## src/tmr_pkg.sv

```systemverilog
package tmr_pkg;
    // register indices on the plain register port
    localparam logic [2:0] ADDR_CTRL_A = 3'h0;
    localparam logic [2:0] ADDR_CTRL_B = 3'h1;
    localparam logic [2:0] ADDR_COUNTER = 3'h2;
    localparam logic [2:0] ADDR_CMP_A = 3'h3;
    localparam logic [2:0] ADDR_CMP_B = 3'h4;
    localparam logic [2:0] ADDR_FLAGS = 3'h5;
    localparam int ADDR_W = 3;

    // control a fields
    localparam int CA_COM_A_POS = 6;
    localparam int CA_COM_B_POS = 4;
    localparam int CA_WGM_LO_POS = 0;
    // control b fields
    localparam int CB_FOC_A_POS = 7;
    localparam int CB_FOC_B_POS = 6;
    localparam int CB_WGM_HI_POS = 3;
    localparam int CB_CS_POS = 0;
    // flag register fields (write one to clear)
    localparam int FL_CMP_A_POS = 2;
    localparam int FL_CMP_B_POS = 1;
    localparam int FL_OVF_POS = 0;

    localparam logic [7:0] CTRL_A_RESET = 8'h00;
    localparam logic [7:0] CTRL_B_RESET = 8'h00;
    localparam logic [7:0] COUNTER_RESET = 8'h00;
    localparam logic [7:0] CMP_RESET = 8'h00;
    localparam logic [7:0] VAL_MAX = 8'hff;
    localparam logic [7:0] VAL_BOTTOM = 8'h00;

    // prescaler taps, in I/O clock cycles
    localparam int DIV_8 = 8;
    localparam int DIV_64 = 64;
    localparam int DIV_256 = 256;
    localparam int DIV_1024 = 1024;
    localparam int PRESC_W = 10;

    typedef enum logic [2:0] {
        CS_STOP = 3'h0,
        CS_DIV1 = 3'h1,
        CS_DIV8 = 3'h2,
        CS_DIV64 = 3'h3,
        CS_DIV256 = 3'h4,
        CS_DIV1024 = 3'h5,
        CS_EXT_FALL = 3'h6,
        CS_EXT_RISE = 3'h7
    } tmr_clk_sel_t;

    typedef enum logic [2:0] {
        WM_NORMAL = 3'h0,
        WM_PC_FF = 3'h1,
        WM_CTC = 3'h2,
        WM_FAST_FF = 3'h3,
        WM_RES4 = 3'h4,
        WM_PC_OCRA = 3'h5,
        WM_RES6 = 3'h6,
        WM_FAST_OCRA = 3'h7
    } tmr_wave_mode_t;
endpackage
```

## src/tmr_core.sv

```systemverilog
// Operation
// nonzero output mode b connects compare_b_output to pin; driver needs direction bit
// non-PWM modes: code 0 off, 1 toggle, 2 clear, 3 set on match
// fast PWM: 2 clear on match set at TOP, 3 opposite, 1 reserved
// phase correct: 2 clear up-match set down-match, 3 opposite, 1 reserved
// compare equal TOP with upper mode bit: ignore match, act at TOP
// control a bits 3,2 and control b bits 5,4 read zero
// waveform mode is hi bit with two lo bits
// mode decode gives TOP source and waveform type; 4 and 6 reserved
// overflow at MAX in 0,2,3, BOTTOM in phase correct, TOP in 7
// compare registers immediate in 0 and 2, buffered to TOP in PWM
// force strobes act in non-PWM only, apply output mode, read zero
// force strobe sets no flag and never clears counter
// software writes zero force bits while in PWM mode
// clock select: stop, div 1, 8, 64, 256, 1024, ext fall, ext rise
// external edges count even when the pin is an output
// counter register readable and writable by software
// counter write suppresses compare match on next timer enable
// software avoids writing counter while it runs
// compare b value compared continuously with counter
// compare b flag sets on match, clears by vector ack or one written
// all updates on I/O clock qualified by one-cycle timer enable
//
// Implementation choices: the register addresses and the plain strobed port.
module tmr_core
    import tmr_pkg::*;
(
    input wire logic clk_i,
    input wire logic reset_n_i,
    input wire logic [tmr_pkg::ADDR_W-1:0] addr_i,
    input wire logic [7:0] wdata_i,
    input wire logic wr_i,
    input wire logic rd_i,
    output logic [7:0] rdata_o,
    input wire logic ext_count_i,
    input wire logic cmp_a_dir_i,
    input wire logic cmp_b_dir_i,
    input wire logic cmp_a_vector_ack_i,
    input wire logic cmp_b_vector_ack_i,
    input wire logic ovf_vector_ack_i,
    output logic cmp_a_out_o,
    output logic cmp_a_pin_oe_n_o,
    output logic cmp_a_override_o,
    output logic cmp_b_out_o,
    output logic cmp_b_pin_oe_n_o,
    output logic cmp_b_override_o,
    output logic cmp_a_flag_o,
    output logic cmp_b_flag_o,
    output logic overflow_flag_o
);
    import tmr_pkg::*;

    logic [7:0] ctrl_a;
    logic [7:0] ctrl_b;
    logic [7:0] count;
    logic [7:0] cmp_a_buf;
    logic [7:0] cmp_b_buf;
    logic [7:0] cmp_a_act;
    logic [7:0] cmp_b_act;
    logic count_down;
    logic block_match;
    logic out_a;
    logic out_b;
    logic flag_a;
    logic flag_b;
    logic flag_ovf;
    logic [PRESC_W-1:0] presc;
    logic [2:0] ext_sync;
    logic ext_lvl;
    logic ext_rise;
    logic ext_fall;
    logic [1:0] com_a;
    logic [1:0] com_b;
    tmr_wave_mode_t wmode;
    tmr_clk_sel_t csel;
    logic tick;
    logic is_pwm;
    logic is_fast;
    logic is_pc;
    logic [7:0] top;
    logic at_top;
    logic match_a;
    logic match_b;
    logic wr_count;
    logic force_a;
    logic force_b;
    logic ovf_event;
    logic [7:0] next_count;
    logic next_down;

    assign com_a = ctrl_a[CA_COM_A_POS +: 2];
    assign com_b = ctrl_a[CA_COM_B_POS +: 2];
    assign wmode = tmr_wave_mode_t'({ctrl_b[CB_WGM_HI_POS], ctrl_a[CA_WGM_LO_POS +: 2]});
    assign csel = tmr_clk_sel_t'(ctrl_b[CB_CS_POS +: 3]);
    assign wr_count = wr_i && (addr_i == ADDR_COUNTER);

    // mode decode
    always_comb begin
        is_fast = 1'b0;
        is_pc = 1'b0;
        top = VAL_MAX;
        case (wmode)
            WM_NORMAL: top = VAL_MAX;
            WM_PC_FF: is_pc = 1'b1;
            WM_CTC: top = cmp_a_act;
            WM_FAST_FF: is_fast = 1'b1;
            WM_PC_OCRA: begin
                is_pc = 1'b1;
                top = cmp_a_act;
            end
            WM_FAST_OCRA: begin
                is_fast = 1'b1;
                top = cmp_a_act;
            end
            default: top = VAL_MAX; // reserved modes run as normal
        endcase
    end
    assign is_pwm = is_fast | is_pc;
    assign at_top = (count == top);

    // free-running prescaler shared by all taps: the first count after enabling may come early
    always_ff @(posedge clk_i or negedge reset_n_i) begin
        if (!reset_n_i) begin
            presc <= '0;
        end else begin
            presc <= presc + 1'b1;
        end
    end

    // pin passes three flops; a new level counts only once the second and third agree,
    // so a glitch caught by the first stage never reaches the counter
    always_ff @(posedge clk_i or negedge reset_n_i) begin
        if (!reset_n_i) begin
            ext_sync <= 3'h0;
            ext_lvl <= 1'b0;
        end else begin
            ext_sync <= {ext_sync[1:0], ext_count_i};
            if (ext_sync[2] == ext_sync[1]) begin
                ext_lvl <= ext_sync[2];
            end
        end
    end
    assign ext_rise = ext_sync[2] & ext_sync[1] & ~ext_lvl;
    assign ext_fall = ~ext_sync[2] & ~ext_sync[1] & ext_lvl;

    always_comb begin
        case (csel)
            CS_STOP: tick = 1'b0;
            CS_DIV1: tick = 1'b1;
            CS_DIV8: tick = (presc[$clog2(DIV_8)-1:0] == '1);
            CS_DIV64: tick = (presc[$clog2(DIV_64)-1:0] == '1);
            CS_DIV256: tick = (presc[$clog2(DIV_256)-1:0] == '1);
            CS_DIV1024: tick = (presc[$clog2(DIV_1024)-1:0] == '1);
            CS_EXT_FALL: tick = ext_fall;
            CS_EXT_RISE: tick = ext_rise;
            default: tick = 1'b0;
        endcase
    end

    // matches; a counter write blocks the match on the following tick
    assign match_a = tick && !block_match && (count == cmp_a_act);
    assign match_b = tick && !block_match && (count == cmp_b_act);
    assign force_a = wr_i && (addr_i == ADDR_CTRL_B) && wdata_i[CB_FOC_A_POS] && !is_pwm;
    assign force_b = wr_i && (addr_i == ADDR_CTRL_B) && wdata_i[CB_FOC_B_POS] && !is_pwm;

    always_comb begin
        case (wmode)
            WM_PC_FF, WM_PC_OCRA: ovf_event = tick && count_down && (count == VAL_BOTTOM);
            WM_FAST_OCRA: ovf_event = tick && at_top;
            default: ovf_event = tick && (count == VAL_MAX);
        endcase
    end

    // counting sequence
    always_comb begin
        next_count = count;
        next_down = count_down;
        if (is_pc) begin
            if (!count_down && at_top) begin
                next_down = 1'b1;
                next_count = count - 1'b1;
            end else if (count_down && count == VAL_BOTTOM) begin
                next_down = 1'b0;
                next_count = count + 1'b1;
            end else begin
                next_count = count_down ? count - 1'b1 : count + 1'b1;
            end
        end else begin
            next_down = 1'b0;
            // only a real match at TOP clears, never a forced one
            next_count = (at_top && wmode != WM_NORMAL) ? VAL_BOTTOM : count + 1'b1;
        end
    end

    always_ff @(posedge clk_i or negedge reset_n_i) begin
        if (!reset_n_i) begin
            count <= COUNTER_RESET;
            count_down <= 1'b0;
        end else if (wr_count) begin
            count <= wdata_i;
        end else if (tick) begin
            count <= next_count;
            count_down <= next_down;
        end
    end

    // held through stopped periods until the counter really steps
    always_ff @(posedge clk_i or negedge reset_n_i) begin
        if (!reset_n_i) begin
            block_match <= 1'b0;
        end else if (wr_count) begin
            block_match <= 1'b1;
        end else if (tick) begin
            block_match <= 1'b0;
        end
    end

    // control and compare buffers
    always_ff @(posedge clk_i or negedge reset_n_i) begin
        if (!reset_n_i) begin
            ctrl_a <= CTRL_A_RESET;
            ctrl_b <= CTRL_B_RESET;
            cmp_a_buf <= CMP_RESET;
            cmp_b_buf <= CMP_RESET;
        end else if (wr_i) begin
            case (addr_i)
                ADDR_CTRL_A: ctrl_a <= wdata_i;
                ADDR_CTRL_B: ctrl_b <= {2'b00, wdata_i[5:0]};
                ADDR_CMP_A: cmp_a_buf <= wdata_i;
                ADDR_CMP_B: cmp_b_buf <= wdata_i;
                default: ;
            endcase
        end
    end

    // PWM modes latch the buffers at TOP so a period never sees a half update
    always_ff @(posedge clk_i or negedge reset_n_i) begin
        if (!reset_n_i) begin
            cmp_a_act <= CMP_RESET;
            cmp_b_act <= CMP_RESET;
        end else if (!is_pwm || (tick && at_top)) begin
            cmp_a_act <= cmp_a_buf;
            cmp_b_act <= cmp_b_buf;
        end
    end

    // waveform: returns the new output level for one channel
    function automatic logic wave(input logic cur, input logic [1:0] com, input logic mt,
                                  input logic frc, input logic [7:0] cmpv);
        logic r;
        logic top_hit;
        r = cur;
        top_hit = tick && at_top;
        if (!is_pwm) begin
            if (mt || frc) begin
                case (com)
                    2'h1: r = ~cur;
                    2'h2: r = 1'b0;
                    2'h3: r = 1'b1;
                    default: r = cur;
                endcase
            end
        end else if (com[1]) begin
            if (cmpv == top) begin
                // match ignored; level forced at TOP
                if (top_hit) begin
                    r = is_fast ? ~com[0] : com[0];
                end
            end else if (is_fast) begin
                if (mt) begin
                    r = com[0];
                end else if (top_hit) begin
                    r = ~com[0];
                end
            end else if (mt) begin
                r = count_down ? ~com[0] : com[0];
            end
        end
        return r;
    endfunction

    always_ff @(posedge clk_i or negedge reset_n_i) begin
        if (!reset_n_i) begin
            out_a <= 1'b0;
            out_b <= 1'b0;
        end else begin
            out_a <= wave(out_a, com_a, match_a, force_a, cmp_a_act);
            out_b <= wave(out_b, com_b, match_b, force_b, cmp_b_act);
        end
    end

    // flags: hardware set wins over clear
    always_ff @(posedge clk_i or negedge reset_n_i) begin
        if (!reset_n_i) begin
            flag_a <= 1'b0;
            flag_b <= 1'b0;
            flag_ovf <= 1'b0;
        end else begin
            if (match_a) begin
                flag_a <= 1'b1;
            end else if (cmp_a_vector_ack_i ||
                         (wr_i && addr_i == ADDR_FLAGS && wdata_i[FL_CMP_A_POS])) begin
                flag_a <= 1'b0;
            end
            if (match_b) begin
                flag_b <= 1'b1;
            end else if (cmp_b_vector_ack_i ||
                         (wr_i && addr_i == ADDR_FLAGS && wdata_i[FL_CMP_B_POS])) begin
                flag_b <= 1'b0;
            end
            if (ovf_event) begin
                flag_ovf <= 1'b1;
            end else if (ovf_vector_ack_i ||
                         (wr_i && addr_i == ADDR_FLAGS && wdata_i[FL_OVF_POS])) begin
                flag_ovf <= 1'b0;
            end
        end
    end

    always_ff @(posedge clk_i or negedge reset_n_i) begin
        if (!reset_n_i) begin
            rdata_o <= 8'h00;
        end else if (rd_i) begin
            case (addr_i)
                ADDR_CTRL_A: rdata_o <= {ctrl_a[7:4], 2'b00, ctrl_a[1:0]};
                ADDR_CTRL_B: rdata_o <= {4'h0, ctrl_b[3:0]};
                ADDR_COUNTER: rdata_o <= count;
                ADDR_CMP_A: rdata_o <= cmp_a_buf;
                ADDR_CMP_B: rdata_o <= cmp_b_buf;
                ADDR_FLAGS: rdata_o <= {5'h00, flag_a, flag_b, flag_ovf};
                default: rdata_o <= 8'h00;
            endcase
        end else begin
            rdata_o <= 8'h00;
        end
    end

    // channel a: reserved code 1 in PWM modes leaves the pin with the port
    assign cmp_a_override_o = (com_a != 2'h0) && !(is_pwm && com_a == 2'h1);
    // channel b takes the pin for any nonzero code; reserved code 1 only holds the level
    assign cmp_b_override_o = (com_b != 2'h0);
    assign cmp_a_out_o = out_a;
    assign cmp_b_out_o = out_b;
    assign cmp_a_pin_oe_n_o = ~(cmp_a_override_o & cmp_a_dir_i);
    assign cmp_b_pin_oe_n_o = ~(cmp_b_override_o & cmp_b_dir_i);
    assign cmp_a_flag_o = flag_a;
    assign cmp_b_flag_o = flag_b;
    assign overflow_flag_o = flag_ovf;
endmodule // tmr_core

```

## config.mk

```make
export PLATFORM = sky130hd
export DESIGN_NAME = tmr_core
export DESIGN_NICKNAME = d
export VERILOG_FILES = /design/src/tmr_pkg.sv /design/src/tmr_core.sv
export SDC_FILE = /design/constraint.sdc
export NUM_CORES = 1
export LEC_CHECK = 0
export BUFFER_PORTS_ARGS = -buffer_cell sky130_fd_sc_hd__buf_2
export CAP_MARGIN = 20
export CORE_UTILIZATION = 55
export CTS_CLUSTER_DIAMETER = 120
export DETAILED_ROUTE_END_ITERATION = 16
export PLACE_DENSITY = 0.74
export SLEW_MARGIN = 5
export SYNTH_ARGS = -nofsm -noshare
export SYNTH_HDL_FRONTEND = slang
export SYNTH_SLANG_ARGS = --single-unit
export TNS_END_PERCENT = 100
```

## constraint.sdc

```tcl
create_clock -name clk_i -period 7.9 [get_ports clk_i]
set_input_delay 0 -clock clk_i [delete_from_list [all_inputs] [get_ports clk_i]]
set_output_delay 0 -clock clk_i [all_outputs]
set_load 0.01 [all_outputs]
```

Word level (Yosys, flattened, before mapping)
Cells that the tools add are included. Widths: inputs -> output; s select.

Register bits: 81. Input bits: 21.

Add/subtract/negate cells: 3. Equal/unequal tests: 43. Multiplexer cells: 49. Bitwise operators: 17. Reductions and logical operators: 56.

Operators with widths (number): $mux 8 (9); $pmux 8 s6 (1); $eq 8x8->1 (5); $mux 1 (35); $eq 3x3->1 const B (9); $logic_and 1x1->1 (22); $eq 3x2->1 const B (6); $eq 8x8->1 const B (2); $reduce_bool 2->1 (8); $reduce_and 6->1 (2); $add 10x1->10 const B (1); $eq 10x10->1 const B (1); $not 1->1 (10); $eq 3x1->1 const B (3); $ne 3x1->1 const B (3); $add 8x1->8 const B (1); $eq 2x2->1 const B (4); $logic_not 8->1 (1); $ne 4x1->1 const B (2); $pmux 1 s8 (1); $reduce_and 2->1 (4); $reduce_bool 4->1 (2); $sub 8x1->8 const B (1); $and 1x1->1 (6); 15 further kinds (29).

Logic depth before layout (Yosys ltp)
Depth after elaboration: 11. Depth in mapped cells: 11. Mapped depth without buffers: 10.

Least setup slack after synthesis
Ideal clock, no wire load.

Path kind: register -> register. Start point: register ctrl_a[0]. End point: register out_b, in the netlist cmp_b_out_o. Library setup time: 125 ps. Data arrival time: 2549 ps. Required time: 7775 ps. Setup slack: 5226 ps. Cell stages (with the launch flop): 10. Buffers on the path: 1. Period minus slack after synthesis: 2674 ps. Cells stage by stage: dfrtp_1 > or3b_1 > buf_2 > a21oi_2 > xor2_1 > o2111ai_2 > o31ai_4 > o22ai_1 > a211oi_1 > mux2_2.

Cells in the longest elaborated chain, start to end: 9.

Ends and longest elaborated chain: start: declaration (line tmr_core.sv:53) `logic [7:0] ctrl_a;`; start signal: assignment (line tmr_core.sv:227) `ADDR_CTRL_A: ctrl_a <= wdata_i;`; parallel branches: the longest is 9 deep, another holds $mux 8; end signal: assignment (line tmr_core.sv:288) `out_b <= wave(out_b, com_b, match_b, force_b, cmp_b_act);`; end: declaration (line tmr_core.sv:63) `logic out_b;`.

Several ways; the timed one is not identified. The select of a mux whose other input is x is not followed. A chain may end at the register's enable or synchronous reset.

Worst setup path in the final report
Same ends and word-level chain as after synthesis.

==> flow_summary.rst <==
.. list-table::
   :header-rows: 1

   * - Metric
     - Value
   * - Root buffer cell
     - clkbuf_8
   * - CTS HTree Levels
     - 3
   * - Fill count
     - slightly above 700
   * - Antenna violations before repair
     - 0
   * - Number of clock sinks
     - 79
   * - Combined global-route utilization of all metal layers
     - 0.3069
   * - Sw Share
     - 0.4295
   * - Setup tns final
     - 0 ns
   * - Number of nets with antenna violations after detailed routing
     - 0
   * - Count of cell types in the netlist
     - 62
   * - Flip-flop and latch area
     - 1977 um^2
   * - Standard cell with the maximum stage delay on the critical path
     - o31ai_4
   * - Slew at the pin closest to its max-slew limit
     - about 0.99 ns
   * - Remaining routing DRC violations
     - 0
   * - Proportion of register bits with asynchronous set or reset after synthesis
     - 1.000
   * - Share of the clock period used by the worst path after layout
     - 0.4692
   * - Sequential group share of total power
     - 0.455
   * - Tightest Hold Check Type
     - primary input to asynchronous set/reset pin
   * - Final Hold Violating Endpoints
     - 0
   * - Synth-to-Final Area Change
     - 11.30%
   * - Floorplan Core Area
     - about 8300 um^2
   * - Global route overflow
     - 0
   * - Commonest cells after routing, fill and taps aside
     - dfrtp_1 (79), nand2_1 (47), mux2_2 (42)
   * - Count of routing violations after the opening detailed-route iteration
     - between 200 and 300
   * - Combinational share of power
     - 0.357
   * - Cell Pwr Density
     - 287.2 nW/um^2
   * - Delay of the slowest cell on the worst path
     - 0.85 ns
   * - R2R setup slack
     - 4.19 ns
   * - Wire length of the first global-routing pass
     - 20.40 mm
   * - Worst-case reg-to-reg path depth
     - 8
   * - Cell Rows
     - 33
   * - Predominant post-synthesis flop cell
     - dfrtp_1
   * - Final worst clock skew
     - ~0.014 ns
   * - Critical path type
     - register to register
   * - Critical path arrival
     - 3.96 ns
   * - Share of post-route cells with drive strength above 1
     - 0.2015
   * - Post-route minimum period
     - 3.707 ns
   * - Result of the run
     - finished clean
   * - Crit-path max FO
     - 23
   * - Mean Syn Cell Area
     - 9.500 um^2
   * - # setup viols final
     - 0
   * - R2r startpoint
     - ctrl_a[0]
   * - Die extent in y
     - 95.67 um
   * - Leakage power figure
     - 0.002310 uW
   * - Fmax
     - 0.2698 GHz
   * - Inserted Diodes
     - 0
   * - TritonCTS clock tree
     - yes
   * - Die outline area
     - 9153 um^2
   * - Clk Latency, worst-skew pair
     - 0.37 ns
   * - Via Count
     - 4,178
   * - Placed Cells
     - 621
   * - Maximum number of pins on one net before global-route repair
     - 80
   * - Capture point of the worst reg-to-reg path
     - cmp_b_out_o
   * - GP Congestion
     - 0.9237
   * - Clock transition at the register clock pins on the worst setup and hold paths after CTS
     - 0.09 ns
   * - Critical path origin
     - ctrl_a[0]
   * - Crit-path leading delay family
     - compound AO/OA/AOI/OAI gates
   * - Post-synthesis instance area
     - 4826 um^2
   * - Post-Synthesis Net Count
     - 537
   * - Post-CTS Setup Inserts
     - 0
   * - Critical path buffer and inverter count
     - 0
   * - Number of top-level pins
     - 38
   * - Number of synthesized register bits
     - 79
   * - Initial core utilization
     - 0.5786
   * - Post-synth EDFFs
     - 0
   * - Post-synthesis sequential area ratio
     - 0.4096
   * - Maximum capacitance violations
     - 0
   * - Via count of the first global-routing pass
     - 3,799
   * - Peak supply drop
     - 151.7 uV
   * - Element type at the critical path start
     - register
   * - Maximum clock insertion buffer count
     - 2
   * - Chip width
     - 95.67 um
   * - Via/cell ratio
     - 6.418
   * - Final Net Count
     - 570
   * - 1st-pass router iterations
     - 5
   * - Detailed-route wire length per cell
     - 19.75 um
   * - Sort of element at the end of the critical path
     - register
   * - Unrepaired setup endpoints after global routing
     - false
   * - Count of final max-slew check failures
     - 0
   * - Cell breakdown of the critical path
     - or3b_1, a21oi_2, xor2_1, o2111ai_2, o31ai_4, o22ai_1, a211oi_1, mux2_2
   * - Internal power contribution
     - 880.0 uW
   * - Number of port buffers
     - 37
   * - Area used by multi-input combinational logic
     - 2656 um^2
   * - Crit path required time
     - 8.15 ns
   * - Remaining max-slew budget at the tightest pin
     - 0.3378
   * - Hold Worst Slack
     - between 0.01 and 0.015 ns
   * - Switching power total
     - about 660 uW
   * - Most common library cell in the layout ignoring fill and taps
     - dfrtp_1
   * - Post-synthesis instance total
     - 508
   * - Clock share of power
     - 0.188
   * - HPWL after detailed placement
     - 8.857 mm
   * - Number of buffers added by the clock tree synthesis step
     - 9
   * - Yosys warning total
     - 0
   * - Final non-filler cell total
     - 651
   * - Final Routed Wirelength
     - 12.86 mm
==> worst max path at each step <==
stage                  endpoint  depth (start not counted)
global route        cmp_b_out_o                          8
finish              cmp_b_out_o                          8
global placement    cmp_b_out_o                          8
detailed placement  cmp_b_out_o                          8
CTS                 cmp_b_out_o                          8
floorplan           cmp_b_out_o                          9
==> state kept, by name (all words and copies together), names as in the netlist, 3 cells and up <==
signal     flops
cmp_b_act      8
cmp_a_act      8
presc         10
count          8
ctrl_a         6
ext_sync       3
rdata_o        8
cmp_a_buf      8
cmp_b_buf      8
ctrl_b         4
==> final cells by class <==
type,count,share of cell area
timing repair buffer,52,0.06382
tap,105,0.02446
clock inverter,7,0.01211
sequential,79,0.3680
inverter,20,0.01398
multi-input combinational,379,0.4945
clock buffer,9,0.02306
==> kinds of logic after synthesis <==
kind of cell | Yosys count | synth area share
buffers and inverters | 50 | 0.03993
xor gates and xnor gates | 32 | 0.05808
AOI/OAI and AO/OA | 114 | 0.1675
and+or+nand+nor | 173 | 0.1828
DFF | 79 | 0.4096
muxes | 52 | 0.1213
adders and majority gates | 8 | 0.02074
==> what timing repair did <==
item | CTS | global route
hold buffers | 11 | 0
endpoints found under the hold margin | 107 | 0
gates resized for setup | 0 | 0
==> layer usage <==
layer / part of all wire / GRT usage / vias up
met1: 0.45 / 0.4506 / 2014
met3: 0.073 / 0.06220 / 27
met4: 0.026 / 0.1107 / 0
met2: 0.45 / 0.4482 / 211
li1: - / - / 1926
met5: 0 / 0 / -
==> cell usage after synthesis (3+ instances only) <==
master	n	area share
dfrtp_1	79	0.41
nand2_1	47	0.037
mux2_2	42	0.098
nor2_1	36	0.028
o21ai_0	26	0.027
clkbuf_1	24	0.019
a21oi_1	21	0.022
nand3_1	21	0.022
xor2_1	21	0.038
inv_1	20	0.016
xnor2_1	11	0.020
nand4_1	10	0.013
and2_1	9	0.012
mux2i_1	9	0.019
nor3_1	9	0.0093
ha_1	8	0.021
and3_1	7	0.0091
o22ai_1	6	0.0078
o31ai_1	6	0.0093
a31oi_1	5	0.0065
nand2b_1	5	0.0065
nor4_1	5	0.0065
o2111ai_1	5	0.0091
o211ai_1	5	0.0078
a211o_1	4	0.0073
a211oi_1	4	0.0062
a22oi_1	4	0.0062
buf_2	4	0.0041
nor2b_1	4	0.0052
nor3b_1	4	0.0062
a22o_1	3	0.0054
a32o_1	3	0.0062
nand3b_1	3	0.0047
==> through the flow <==
step | utilization | total power [uW] | instance area (um^2) | worst slack (ns)
5_1_grt | 0.6440 | 1640 | 5371 | 4.027
4_1_cts | 0.6395 | 1533 | 5334 | 4.240
3_5_place_dp | 0.6037 | 1237 | 5035 | 4.273
3_3_place_gp | 0.6037 | 1221 | 5035 | 4.330
2_1_floorplan | - | 1074 | 4826 | 5.226
6_report | 0.6440 | 1543 | 5371 | 4.193
==> power by group through the flow <==
stage,clock network [uW],logic (uW),registers (uW)
6_report,290,551,701
5_1_grt,308,615,717
4_1_cts,295,544,694
3_5_place_dp,0,535,703
3_3_place_gp,0,520,701
2_1_floorplan,0,491,582
Note: power is estimated with default switching activity, not from simulation.
